`src/logic/acd_pkg.sv`:
```
// Purpose: shared constants and types for the amplifier channel control bank
// Assumes: byte-wide register port driven by the control-bus engine
// Notes: timing figures are plain defaults, tune via top parameters
package acd_pkg;

	// register offsets
	localparam logic [7:0] ACD_ADDR_STATE_SEL = 8'h04;
	localparam logic [7:0] ACD_ADDR_VOL_CH1 = 8'h05;
	localparam logic [7:0] ACD_ADDR_VOL_CH2 = 8'h06;
	localparam logic [7:0] ACD_ADDR_VOL_CH3 = 8'h07;
	localparam logic [7:0] ACD_ADDR_VOL_CH4 = 8'h08;
	localparam logic [7:0] ACD_ADDR_CHECK_CTL = 8'h09;
	localparam logic [7:0] ACD_ADDR_THR_CH12 = 8'h0A;
	localparam logic [7:0] ACD_ADDR_THR_CH34 = 8'h0B;
	localparam logic [7:0] ACD_ADDR_RESULT_CH12 = 8'h0C;
	localparam logic [7:0] ACD_ADDR_STATE_RPT = 8'h0F;

	// reset values
	localparam logic [7:0] ACD_RST_STATE_SEL = 8'h55;
	localparam logic [7:0] ACD_RST_VOLUME = 8'hCF;
	localparam logic [7:0] ACD_RST_CHECK_CTL = 8'h00;
	localparam logic [7:0] ACD_RST_THR = 8'h11;
	localparam logic [7:0] ACD_RST_RESULT = 8'h00;

	// volume codes below this mute the channel
	localparam logic [7:0] ACD_VOL_MUTE_BELOW = 8'h07;

	// check control field positions
	localparam int ACD_CTL_ABORT = 7;
	localparam int ACD_CTL_RAMP_X2 = 6;
	localparam int ACD_CTL_SETTLE_X2 = 5;
	localparam int ACD_CTL_LINE_OUT = 1;
	localparam int ACD_CTL_AUTO_SKIP = 0;

	// channel operating states
	localparam logic [1:0] ACD_ST_PLAY = 2'h0;
	localparam logic [1:0] ACD_ST_HIZ = 2'h1;
	localparam logic [1:0] ACD_ST_MUTE = 2'h2;
	localparam logic [1:0] ACD_ST_CHECK = 2'h3;

	// timing
	localparam int ACD_CLK_PERIOD_NS = 4;
	localparam int ACD_RAMP_TIME_NS = 10000;
	localparam int ACD_SETTLE_TIME_NS = 5000;
	localparam int ACD_RAMP_CYC = ACD_RAMP_TIME_NS / ACD_CLK_PERIOD_NS;
	localparam int ACD_SETTLE_CYC = ACD_SETTLE_TIME_NS / ACD_CLK_PERIOD_NS;
	localparam int ACD_CNT_W = 16;

	typedef enum logic [3:0] {
		ACD_IDLE = 4'b0001,
		ACD_RAMP = 4'b0010,
		ACD_SETTLE = 4'b0100,
		ACD_MEASURE = 4'b1000
	} acd_phase_t;

	// load check result of one channel
	typedef struct packed {
		logic short_to_ground_flag;
		logic short_to_supply_flag;
		logic open_load_flag;
		logic shorted_load_flag;
	} acd_meas_t;

	typedef struct packed {
		logic [3:0][1:0] sel;
		logic [3:0][1:0] act;
		logic [3:0][7:0] vol;
		logic [3:0] mute;
		logic [7:0] ctl;
		logic [3:0][3:0] thr;
		logic [7:0] result;
		acd_phase_t [3:0] phase;
		logic [3:0][ACD_CNT_W-1:0] cnt;
		logic [7:0] rdata;
	} acd_state_t;

endpackage

```
`src/logic/acd_channel_bank.sv`:
```
// Purpose: channel state, volume and load check control bank of a 4-channel amplifier
// Assumes: register port strobes come from the control-bus engine, synchronous to CLOCK
// Notes: channel index 0 is channel one; field order in packed buses is ch4..ch1, except CH_STATE, where index 3 is channel one
//        abort is a level; while it is set no load check starts on any channel
// Behaviour
// - 2-bit state per channel, resets to high impedance
// - four independent 8-bit read/write volume registers
// - volume at 0x05..0x08, reset 0xCF
// - volume code below 0x07 mutes channel
// - abort bit stops running load check
// - bits 6 and 5 double ramp, settle
// - bit 1 enables line output checking
// - auto-skip clear: check on leaving hi-z, fault
// - auto-skip set: check only on request
// - 4-bit short threshold per channel, reset 0001
// - thresholds packed at 0x0A, 0x0B, upper nibble first
// - result register 0x0C, four flags ch1, ch2
// - result flag set when fault detected
// - state report at 0x0F, same encoding
// - state selector at 0x04, reset 0x55
`timescale 1ns/1ps

module acd_channel_bank
	import acd_pkg::*;
#(
	parameter int RAMP_CYCLES = ACD_RAMP_CYC,
	parameter int SETTLE_CYCLES = ACD_SETTLE_CYC
)
(
	input wire logic CLOCK,
	input wire logic RST_N,
	input wire logic [7:0] REG_ADDR,
	input wire logic [7:0] REG_WDATA,
	input wire logic REG_WR,
	input wire logic REG_RD,
	output logic [7:0] REG_RDATA,
	input wire logic [3:0] CH_FAULT,
	input wire acd_meas_t [3:0] MEAS_RESULT,
	output logic [3:0][1:0] CH_STATE,
	output logic [3:0][7:0] CH_VOLUME,
	output logic [3:0] CH_MUTE,
	output logic [3:0][3:0] SHORT_THRESHOLD,
	output logic LINE_OUT_CHECK,
	output logic [3:0] CHECK_RAMP,
	output logic [3:0] CHECK_SETTLE,
	output logic [3:0] CHECK_MEASURE
);

	acd_state_t state_reg;
	acd_state_t state_next;

	logic [ACD_CNT_W-1:0] ramp_load;
	logic [ACD_CNT_W-1:0] settle_load;
	logic [ACD_CNT_W-1:0] ramp_base;
	logic [ACD_CNT_W-1:0] settle_base;
	logic abort;
	logic auto_skip;

	assign ramp_base = ACD_CNT_W'(RAMP_CYCLES);
	assign settle_base = ACD_CNT_W'(SETTLE_CYCLES);
	assign abort = state_reg.ctl[ACD_CTL_ABORT];
	assign auto_skip = state_reg.ctl[ACD_CTL_AUTO_SKIP];

	// counters run down to zero, so load one less than the length
	always_comb
	begin
		ramp_load = ramp_base - 16'h0001;
		settle_load = settle_base - 16'h0001;
		if (state_reg.ctl[ACD_CTL_RAMP_X2])
		begin
			ramp_load = {ramp_base[ACD_CNT_W-2:0], 1'b0} - 16'h0001;
		end
		if (state_reg.ctl[ACD_CTL_SETTLE_X2])
		begin
			settle_load = {settle_base[ACD_CNT_W-2:0], 1'b0} - 16'h0001;
		end
	end

	always_comb
	begin
		logic [1:0] sel_new;
		logic start;
		logic sel_wr;
		logic [1:0] rest;
		state_next = state_reg;
		sel_new = 2'h0;
		start = 1'b0;
		sel_wr = REG_WR && (REG_ADDR == ACD_ADDR_STATE_SEL);
		rest = 2'h0;

		// register writes
		if (REG_WR)
		begin
			if (REG_ADDR == ACD_ADDR_STATE_SEL)
			begin
				state_next.sel = REG_WDATA;
			end
			else if (REG_ADDR == ACD_ADDR_VOL_CH1)
			begin
				state_next.vol[0] = REG_WDATA;
			end
			else if (REG_ADDR == ACD_ADDR_VOL_CH2)
			begin
				state_next.vol[1] = REG_WDATA;
			end
			else if (REG_ADDR == ACD_ADDR_VOL_CH3)
			begin
				state_next.vol[2] = REG_WDATA;
			end
			else if (REG_ADDR == ACD_ADDR_VOL_CH4)
			begin
				state_next.vol[3] = REG_WDATA;
			end
			else if (REG_ADDR == ACD_ADDR_CHECK_CTL)
			begin
				state_next.ctl = REG_WDATA;
			end
			else if (REG_ADDR == ACD_ADDR_THR_CH12)
			begin
				state_next.thr[0] = REG_WDATA[7:4];
				state_next.thr[1] = REG_WDATA[3:0];
			end
			else if (REG_ADDR == ACD_ADDR_THR_CH34)
			begin
				state_next.thr[2] = REG_WDATA[7:4];
				state_next.thr[3] = REG_WDATA[3:0];
			end
		end

		for (int i = 0; i < 4; i++)
		begin
			// selector fields are packed ch1 in the top bits
			sel_new = state_next.sel[3-i];
			state_next.mute[i] = state_next.vol[i] < ACD_VOL_MUTE_BELOW;
			rest = sel_new;
			if (sel_new == ACD_ST_CHECK)
			begin
				rest = ACD_ST_HIZ;
			end
			start = 1'b0;
			if (sel_wr && (sel_new != state_reg.sel[3-i]))
			begin
				if (sel_new == ACD_ST_CHECK)
				begin
					start = 1'b1;
				end
				else if ((sel_new != ACD_ST_HIZ) && !auto_skip)
				begin
					// leaving high impedance is judged on the actual state
					if (state_reg.act[3-i] == ACD_ST_HIZ)
					begin
						start = 1'b1;
					end
				end
			end
			// a fault only restarts a channel that is driving its load
			if (CH_FAULT[i] && !auto_skip && (state_reg.act[3-i] != ACD_ST_HIZ))
			begin
				start = 1'b1;
			end

			// a start request meeting a set abort bit is dropped, not queued
			case (state_reg.phase[i])
				ACD_IDLE:
				begin
					if (start && !abort)
					begin
						state_next.phase[i] = ACD_RAMP;
						state_next.cnt[i] = ramp_load;
						state_next.act[3-i] = ACD_ST_CHECK;
					end
					else
					begin
						// with no check running the report follows the selector, a check selection reading as high impedance
						state_next.act[3-i] = rest;
					end
				end
				ACD_RAMP:
				begin
					if (abort)
					begin
						state_next.phase[i] = ACD_IDLE;
						state_next.act[3-i] = ACD_ST_HIZ;
					end
					else if (state_reg.cnt[i] == '0)
					begin
						state_next.phase[i] = ACD_SETTLE;
						state_next.cnt[i] = settle_load;
					end
					else
					begin
						state_next.cnt[i] = state_reg.cnt[i] - 16'h0001;
					end
				end
				ACD_SETTLE:
				begin
					if (abort)
					begin
						state_next.phase[i] = ACD_IDLE;
						state_next.act[3-i] = ACD_ST_HIZ;
					end
					else if (state_reg.cnt[i] == '0)
					begin
						state_next.phase[i] = ACD_MEASURE;
					end
					else
					begin
						state_next.cnt[i] = state_reg.cnt[i] - 16'h0001;
					end
				end
				ACD_MEASURE:
				begin
					// sample the measurement and leave for the requested state
					state_next.phase[i] = ACD_IDLE;
					if (abort)
					begin
						state_next.act[3-i] = ACD_ST_HIZ;
					end
					else
					begin
						state_next.act[3-i] = rest;
						// only channels one and two keep a result
						if (i == 0)
						begin
							state_next.result[7:4] = MEAS_RESULT[0];
						end
						else if (i == 1)
						begin
							state_next.result[3:0] = MEAS_RESULT[1];
						end
					end
				end
				default:
				begin
					state_next.phase[i] = ACD_IDLE;
					state_next.act[3-i] = ACD_ST_HIZ;
				end
			endcase
		end

		// register reads, answered one cycle after the strobe
		if (REG_RD)
		begin
			if (REG_ADDR == ACD_ADDR_STATE_SEL)
			begin
				state_next.rdata = state_reg.sel;
			end
			else if (REG_ADDR == ACD_ADDR_VOL_CH1)
			begin
				state_next.rdata = state_reg.vol[0];
			end
			else if (REG_ADDR == ACD_ADDR_VOL_CH2)
			begin
				state_next.rdata = state_reg.vol[1];
			end
			else if (REG_ADDR == ACD_ADDR_VOL_CH3)
			begin
				state_next.rdata = state_reg.vol[2];
			end
			else if (REG_ADDR == ACD_ADDR_VOL_CH4)
			begin
				state_next.rdata = state_reg.vol[3];
			end
			else if (REG_ADDR == ACD_ADDR_CHECK_CTL)
			begin
				state_next.rdata = state_reg.ctl;
			end
			else if (REG_ADDR == ACD_ADDR_THR_CH12)
			begin
				state_next.rdata = {state_reg.thr[0], state_reg.thr[1]};
			end
			else if (REG_ADDR == ACD_ADDR_THR_CH34)
			begin
				state_next.rdata = {state_reg.thr[2], state_reg.thr[3]};
			end
			else if (REG_ADDR == ACD_ADDR_RESULT_CH12)
			begin
				state_next.rdata = state_reg.result;
			end
			else if (REG_ADDR == ACD_ADDR_STATE_RPT)
			begin
				state_next.rdata = state_reg.act;
			end
			else
			begin
				state_next.rdata = 8'h00;
			end
		end
	end

	always_ff @(posedge CLOCK)
	begin
		if (!RST_N)
		begin
			// selector and report both start with every channel in high impedance
			state_reg.sel <= ACD_RST_STATE_SEL;
			state_reg.act <= ACD_RST_STATE_SEL;
			state_reg.vol[0] <= ACD_RST_VOLUME;
			state_reg.vol[1] <= ACD_RST_VOLUME;
			state_reg.vol[2] <= ACD_RST_VOLUME;
			state_reg.vol[3] <= ACD_RST_VOLUME;
			state_reg.mute <= 4'h0;
			state_reg.ctl <= ACD_RST_CHECK_CTL;
			state_reg.thr[0] <= ACD_RST_THR[7:4];
			state_reg.thr[1] <= ACD_RST_THR[3:0];
			state_reg.thr[2] <= ACD_RST_THR[7:4];
			state_reg.thr[3] <= ACD_RST_THR[3:0];
			state_reg.result <= ACD_RST_RESULT;
			state_reg.phase[0] <= ACD_IDLE;
			state_reg.phase[1] <= ACD_IDLE;
			state_reg.phase[2] <= ACD_IDLE;
			state_reg.phase[3] <= ACD_IDLE;
			state_reg.cnt[0] <= '0;
			state_reg.cnt[1] <= '0;
			state_reg.cnt[2] <= '0;
			state_reg.cnt[3] <= '0;
			state_reg.rdata <= 8'h00;
		end
		else
		begin
			state_reg <= state_next;
		end
	end

	assign REG_RDATA = state_reg.rdata;
	assign CH_STATE = state_reg.act;
	assign CH_VOLUME = state_reg.vol;
	assign CH_MUTE = state_reg.mute;
	assign SHORT_THRESHOLD = state_reg.thr;
	assign LINE_OUT_CHECK = state_reg.ctl[ACD_CTL_LINE_OUT];

	always_comb
	begin
		for (int i = 0; i < 4; i++)
		begin
			CHECK_RAMP[i] = state_reg.phase[i][1];
			CHECK_SETTLE[i] = state_reg.phase[i][2];
			CHECK_MEASURE[i] = state_reg.phase[i][3];
		end
	end

endmodule // acd_channel_bank

```
`config.mk`:
```
export PLATFORM = sky130hd
export DESIGN_NAME = acd_channel_bank
export DESIGN_NICKNAME = d
export VERILOG_FILES = /design/src/logic/acd_pkg.sv /design/src/logic/acd_channel_bank.sv
export SDC_FILE = /design/constraint.sdc
export NUM_CORES = 1
export LEC_CHECK = 0
export ABC_AREA = 0
export BUFFER_PORTS_ARGS = -buffer_cell sky130_fd_sc_hd__buf_2
export CAP_MARGIN = 20
export CORE_ASPECT_RATIO = 0.5
export CORE_MARGIN = 10
export CORE_UTILIZATION = 45
export DETAILED_ROUTE_END_ITERATION = 8
export PLACE_DENSITY = 0.61
export SYNTH_ARGS = -nofsm -noshare
export SYNTH_HDL_FRONTEND = slang
export SYNTH_SLANG_ARGS = --single-unit
export TNS_END_PERCENT = 1
```
`constraint.sdc`:
```
create_clock -name CLOCK -period 3.4 [get_ports CLOCK]
set_input_delay 0.68 -clock CLOCK [delete_from_list [all_inputs] [get_ports CLOCK]]
set_output_delay 0.68 -clock CLOCK [all_outputs]
set_load 0.01 [all_outputs]
```
==> key figures, run 1 <==
CTS
  • Num CTS Buffers: 17
  • TritonCTS clock tree: done
  • CTS Hold Buffers Added: 0
  • Post-CTS setup buffers: 0
  • Deepest clock path buffer count: 2
  • H-tree depth: 4
  • Skew-Pair Late Insertion Delay: 0.44 ns
  • Root Buffer: clkbuf_16
  • Post-cts resize count: 0
  • Clk slew on worst S/H paths: 0.07 ns
  • Sink Count: 172

Yosys
  • Post-Syn Area: 0.0101 mm2
  • Flops & latches, synth: 172
  • Avg Cell Area, Syn: 7.64 um2
  • Post-synth ARST share: 0%
  • Synth Flop Type: dfxtp_1
  • Syn_nets: 1366
  • Synthesized instance count: 1320
  • Synth Warn #: 0
  • Post-synth EDFFs: 0
  • Netlist cell types: 84
  • Sequential area share after synthesis: 34.1%

Critical path
  • R2R Path Start: state_reg[8]
  • Worst EP required: 3.74 ns
  • Critical Path End Type: register
  • Depth of the worst register-to-register path: 8
  • Worst Path Max Fanout: 9
  • Startpoint types: register
  • R2R setup slack: 0.62 ns
  • Worst r2r dst: state_reg[18]
  • Crit path launch: state_reg[8]
  • Worst Path Arrival: 3.12 ns
  • Setup CP Type: reg -> reg

Floorplan
  • Die width: 232 um
  • Core area: 0.0219 mm2
  • DIE AREA: 0.0292 mm2
  • I/O pins: 121
  • Starting density of the core: 46.1%
  • Row count: 38
  • Die Ht: 126 um

Timing
  • Final Worst Setup Slack: 0.620 ns
  • Layout Skew: 0.0107 ns
  • Final setup fails: 0
  • Fin. Hold Viols: 0
  • Slew HR: 50.4%
  • Tmin final: 2.78 ns
  • Crit share post-route: 81.8%
  • Max Freq: 0.360 GHz
  • Setup_tns: 0 ns
  • Slew Limit Fails: 0
  • RSZ-0062 raised after global routing: no
  • Slew @ Worst Pin: 0.734 ns

Pwr
  • Leakage power: 4.35 nW
  • Peak supply drop: 233 uV
  • PwrDens: 381 mW/mm2

Global routing
  • Number of global-route vias before repair: 9127
  • Largest net degree at the start of global routing: 45
  • GRT overflow: 0
  • Initial antenna violation count: 0
  • Global-route wire length before repair: 50.7 mm
  • All-layer global routing usage: 21.3%

Routing
  • Uppermost layer routed: met4
  • Via Count: 9855
  • Pre-antenna DRT Iters: 5
  • First-iteration detailed-routing DRC count: 926
  • DRC Markers: 0
  • DR WL met3: 2.29 mm
  • Routed wire length: 32.1 mm
  • Post-DRT Antenna Nets: 0
  • Vias per Instance: 5.98
  • M1 WL: 15.1 mm
  • WL per Instance: 19.4 um
  • Met2 WL: 13.9 mm

Placed design
  • GPL Wtd Cong: 0.915
  • Port Buffer Count: 112
  • Dpl ws: 0.378 ns
  • Detailed placement HPWL: 22.9 mm

Hold path
  • Hold EP: state_reg[91]
  • Hold Path Class: reg -> reg
  • HP Start: state_reg[91]
  • Cells on Worst Hold Path: 2

Cells and area
  • Max reg flops: 89
  • Fillers: 2176
  • Final net count: 1382
  • Layout cells sized above 1: 16.5%
  • Area growth syn-to-layout: 9.06%
  • ANT cells: 0

Job
  • Max-cap violations: 0

Run status
  • Status: finished clean
## report_power, final
group          switching [mW]  leakage [nW]  internal [mW]
Combinational           0.153          2.69         0.0639
Sequential            0.00459          1.39           2.02
Clock                   0.875         0.266           1.08
## worst max path at each step
stage | depth (start not counted) | to
2_1_floorplan | 8 | state_reg[35]
3_3_place_gp | 8 | state_reg[36]
3_5_place_dp | 7 | state_reg[31]
4_1_cts | 8 | state_reg[18]
5_1_grt | 8 | state_reg[18]
6_report | 8 | state_reg[18]
## Yosys cell counts, types with 5 or more instances
master	number	area [um2]
xnor2_1	6	52.6
inv_1	19	71.3
dfxtp_1	172	3440
nor4_1	24	150
nand3b_1	5	37.5
o2bb2ai_1	8	70.1
buf_2	7	35.0
a311oi_1	6	52.6
nand3_1	66	330
a221o_1	9	90.1
nor3_1	48	240
nand2b_1	11	68.8
clkbuf_1	60	225
o211ai_1	7	52.6
and2_1	8	50.1
a21oi_1	87	435
or3_1	15	93.8
nor4b_1	9	78.8
nand2_1	165	619
mux2i_1	54	541
nor3_2	5	50.1
nor2_1	147	552
o31ai_1	16	120
o21ai_1	11	55.1
a21boi_0	9	67.6
nor2b_1	15	93.8
or4b_2	7	70.1
a31oi_1	20	125
o21ai_0	68	340
nand4_1	24	150
buf_1	7	26.3
or4_1	14	105
buf_4	80	601
ha_1	6	75.1
o21a_1	5	37.5
nor3b_1	6	45.0
o22ai_1	12	75.1
## metal layers
layer	global-route usage, %	up-vias
li1	-	4738
met1	28.7	4732
met2	32.6	334
met3	4.86	51
met4	7.57	0
met5	0	-
## cell usage in the layout, fill, tap and decap left out, types with 6 or more instances in the layout
cell type and instances:
mux2i_1 54, and2_1 8, a21oi_1 87, nor3_1 48
a21boi_0 9, nor3b_1 6, ha_1 6, clkinvlp_4 6
buf_2 112, nor4_1 24, o211ai_1 7, nand3_1 66
or4b_2 7, nor2b_1 15, nor2_1 147, dfxtp_1 172
or4_1 14, nor4b_1 9, a31oi_1 20, o2bb2ai_1 8
nand4_1 24, a311oi_1 6, o22ai_1 12, o31ai_1 16
clkbuf_16 17, o21ai_0 68, buf_4 41, or3_1 15
o21ai_1 11, inv_1 19, xnor2_1 6, nand2_1 165
nand2b_1 11, a221o_1 9
## stage by stage
| step | utilization, % | hold WS [ns] | instance area (um2) | power [mW] | instances |
|---|---|---|---|---|---|
| 2_1_floorplan | - | 0.427 | 10100 | 2.20 | 1320 |
| 3_3_place_gp | 47.6 | 0.449 | 10400 | 2.28 | 1616 |
| 3_5_place_dp | 47.6 | 0.452 | 10400 | 2.28 | 1616 |
| 4_1_cts | 50.3 | 0.460 | 11000 | 4.22 | 1648 |
| 5_1_grt | 50.3 | 0.478 | 11000 | 4.32 | 1649 |
| 6_report | 50.3 | 0.463 | 11000 | 4.19 | 1649 |
## final cells by class
cell class | count | area (um2) | share of cell area (%)
Sequential cell | 172 | 3440 | 31.3
Inverter | 21 | 78.8 | 0.717
Multi-Input combinational cell | 971 | 5650 | 51.4
Clock inverter | 11 | 109 | 0.990
Timing Repair Buffer | 153 | 868 | 7.89
Clock buffer | 21 | 470 | 4.28
Tap cell | 300 | 375 | 3.41
## cell families (layout without fill, tap and decap cells)
kind of cell,count (synthesis),in the layout,synth area share (%)
AO/OA/AOI/OAI,305,305,19.3
AND/OR/NAND/NOR,597,597,29.9
buffers and inverters,177,206,9.80
adder cells (fa/ha/maj),6,6,0.744
multiplexers,55,55,5.47
flip-flops,172,172,34.1
XOR/XNOR,8,8,0.695
## critical path: stages, from the launching register on
cell and delay (ns):
dfxtp_1 0.36, inv_1 0.08, ha_1 0.21, or3b_2 0.49, or4_4 0.63, a21oi_2 0.44, o21ai_2 0.09, and4b_1 0.21
o21a_1 0.17
Note: power is estimated with default switching activity, not from simulation.
==> run 2: changes to the inputs <==
- clock period: 3.4 -> 2.7 ns (I/O delays scaled with it)
==> key figures, run 2 (same netlist as run 1, synthesis figures left out) <==
Timing
  • Max Freq: 0.393 GHz (+9.4%)
  • Slew HR: 36.9% (-14 points)
  • Fin. Hold Viols: 0 (unchanged)
  • Layout Skew: 0.0163 ns (+0.00563 ns)
  • Slew Limit Fails: 0 (unchanged)
  • RSZ-0062 raised after global routing: no
  • Final Worst Setup Slack: 0.158 ns (-0.462 ns)
  • Slew @ Worst Pin: 0.942 ns (+0.209 ns)
  • Tmin final: 2.54 ns (-0.238 ns)
  • Setup_tns: 0 ns (unchanged)
  • Crit share post-route: 94.1% (+12 points)
  • Final setup fails: 0 (unchanged)

Pwr
  • P_int: 3.89 mW (+23%)
  • PwrDens: 462 mW/mm2 (+21%)
  • Leakage power: 4.47 nW (+2.8%)
  • Total Power: 5.17 mW (+23%)
  • Sw Ratio: 24.7% (+0.088 points)
  • Peak supply drop: 349 uV (+50%)
  • Net Sw Power: 1.28 mW (+24%)
  • Logic pwr share: 5.5% (+0.3 points)
  • Register share of total power: 49.3% (+1.0 points)
  • Clk pwr share: 45.2% (-1.4 points)

Global routing
  • Grt met3 use: 4.91% (+0.045 points)
  • All-layer global routing usage: 21.6% (+0.35 points)
  • Met1 global-route usage: 29.3% (+0.64 points)
  • GRT busiest layer: met2
  • Initial antenna violation count: 0 (unchanged)
  • Global-route wire length before repair: 51.3 mm (+1.2%)
  • GRT met2 Usage: 33.6% (+1.0 points)
  • GRT overflow: 0 (unchanged)
  • Number of global-route vias before repair: 9245 (+1.3%)
  • Largest net degree at the start of global routing: 39 (-13%)

Critical path
  • Worst EP required: 3.02 ns (-0.72 ns)
  • Max incr delay on CP: 0.55 ns (-0.08 ns)
  • R2R setup slack: 0.16 ns (-0.46 ns)
  • Depth of the worst register-to-register path: 8 (unchanged)
  • Setup CP Type: reg -> reg
  • Critical Path End Type: register
  • Worst Path Arrival: 2.87 ns (-0.25 ns)
  • Worst Path Max Fanout: 8 (-1)
  • Crit path cell chain: inv_1, ha_1, or4b_1, or4_4, a21oi_2, o21ai_0, nand4b_1, a21oi_1
  • Startpoint types: register
  • Max stage delay cell, worst path: or4_4

Routing
  • Pre-antenna DRT Iters: 8 (+3)
  • Routed wire length: 32.6 mm (+1.6%)
  • Post-DRT Antenna Nets: 0 (unchanged)
  • DRC Markers: 0 (unchanged)
  • WL per Instance: 19.4 um (about the same)
  • First-iteration detailed-routing DRC count: 1055 (+14%)
  • Vias per Instance: 5.98 (about the same)
  • Via Count: 10000 (+1.6%)

Cells and area
  • Area growth syn-to-layout: 10.9%
  • Final net count: 1409 (+2.0%)
  • Multi-input gate area: 0.00567 mm2 (+0.35%)
  • ANT cells: 0 (unchanged)
  • Most frequent cells in the layout: 172 x dfxtp_1, 164 x nand2_1, 147 x nor2_1
  • Finished Cell Area: 0.0112 mm2 (+1.7%)
  • Max reg flops: 89 (unchanged)
  • FF+latch area: 0.00344 mm2 (unchanged)
  • Commonest non-fill, non-tap cell in the layout: dfxtp_1
  • Layout cells sized above 1: 18.0% (+1.5 points)
  • Fillers: 2148 (-1.3%)
  • Core Util, Final: 51.1% (+0.85 points)

CTS
  • H-tree depth: 4 (unchanged)
  • Deepest clock path buffer count: 2 (unchanged)
  • TritonCTS clock tree: done
  • Sink Count: 172 (unchanged)
  • Post-CTS setup buffers: 0 (unchanged)
  • Clk slew on worst S/H paths: 0.06 ns (about the same)
  • Num CTS Buffers: 17 (unchanged)
  • CTS Hold Buffers Added: 0 (unchanged)
  • Root Buffer: clkbuf_16
  • Skew-Pair Late Insertion Delay: 0.45 ns (about the same)

Placed design
  • DP Area: 0.0106 mm2 (+2.1%)
  • Dpl ws: 0.00168 ns (-0.376 ns)
  • GPL Wtd Cong: 0.939 (+2.7%)
  • Port Buffer Count: 112 (unchanged)
  • Detailed placement HPWL: 23.5 mm (+2.4%)

Floorplan
  • Row count: 38 (unchanged)
  • I/O pins: 121 (unchanged)
  • Die width: 232 um (unchanged)
  • DIE AREA: 0.0292 mm2 (unchanged)
  • Core area: 0.0219 mm2 (unchanged)
  • Starting density of the core: 46.1% (unchanged)
  • Die Ht: 126 um (unchanged)

Hold path
  • Cells on Worst Hold Path: 3 (+1)
  • Hold Path Class: in -> reg

Job
  • Max-cap violations: 0 (unchanged)

Run status
  • Status: finished clean
-- run 2: power groups by stage --
stage	Combinational, mW	Clock (mW)	Sequential (mW)
after detailed placement	0.278	0	2.60
after CTS	0.280	2.36	2.55
after global routing	0.309	2.49	2.55
after global placement	0.275	0	2.60
final	0.285	2.34	2.55
after floorplan	0.167	0	2.60
-- run 2: worst max-delay path: cells and delay by family (launching register included) --
kind	cells	cell delay (ns)
AO/OA/AOI/OAI	3	0.61
adder cells (fa/ha/maj)	1	0.21
buffers and inverters	1	0.09
flip-flops	1	0.32
AND/OR/NAND/NOR	3	1.19
-- run 2: area by class of cell --
type / instances / share of cell area [%]
Sequential cell: 172 / 30.8
Multi-Input combinational cell: 971 / 50.7
Tap cell: 300 / 3.36
Inverter: 21 / 0.705
Clock buffer: 20 / 3.90
Timing Repair Buffer: 180 / 9.69
Clock inverter: 10 / 0.839
-- run 2: path summary, 6_finish.rpt --
kind / endpoint / startpoint
worst max-delay path: state_reg[34] / state_reg[24]
worst min-delay path: state_reg[95] / MEAS_RESULT[3]
worst max register to register: state_reg[34] / state_reg[24]
worst min register to register: state_reg[89] / state_reg[89]
-- run 2: repair_timing --
item                                   4_1_cts  5_1_grt
endpoints found under the hold margin        0        0
gates resized for setup                      0        4
setup endpoints to repair                    0        5
-- run 2: per-stage QoR --
stage | hold WS [ns] | std cells
4_1_cts | 0.325 | 1674
3_5_place_dp | 0.448 | 1644
3_3_place_gp | 0.453 | 1644
5_1_grt | 0.363 | 1674
6_report | 0.334 | 1674
2_1_floorplan | 0.427 | 1320
-- run 2: routing by layer --
layer,routed length [um],up-vias
li1,-,4786
met2,14500,376
met1,15000,4811
met5,0,-
met4,537,0
met3,2450,38
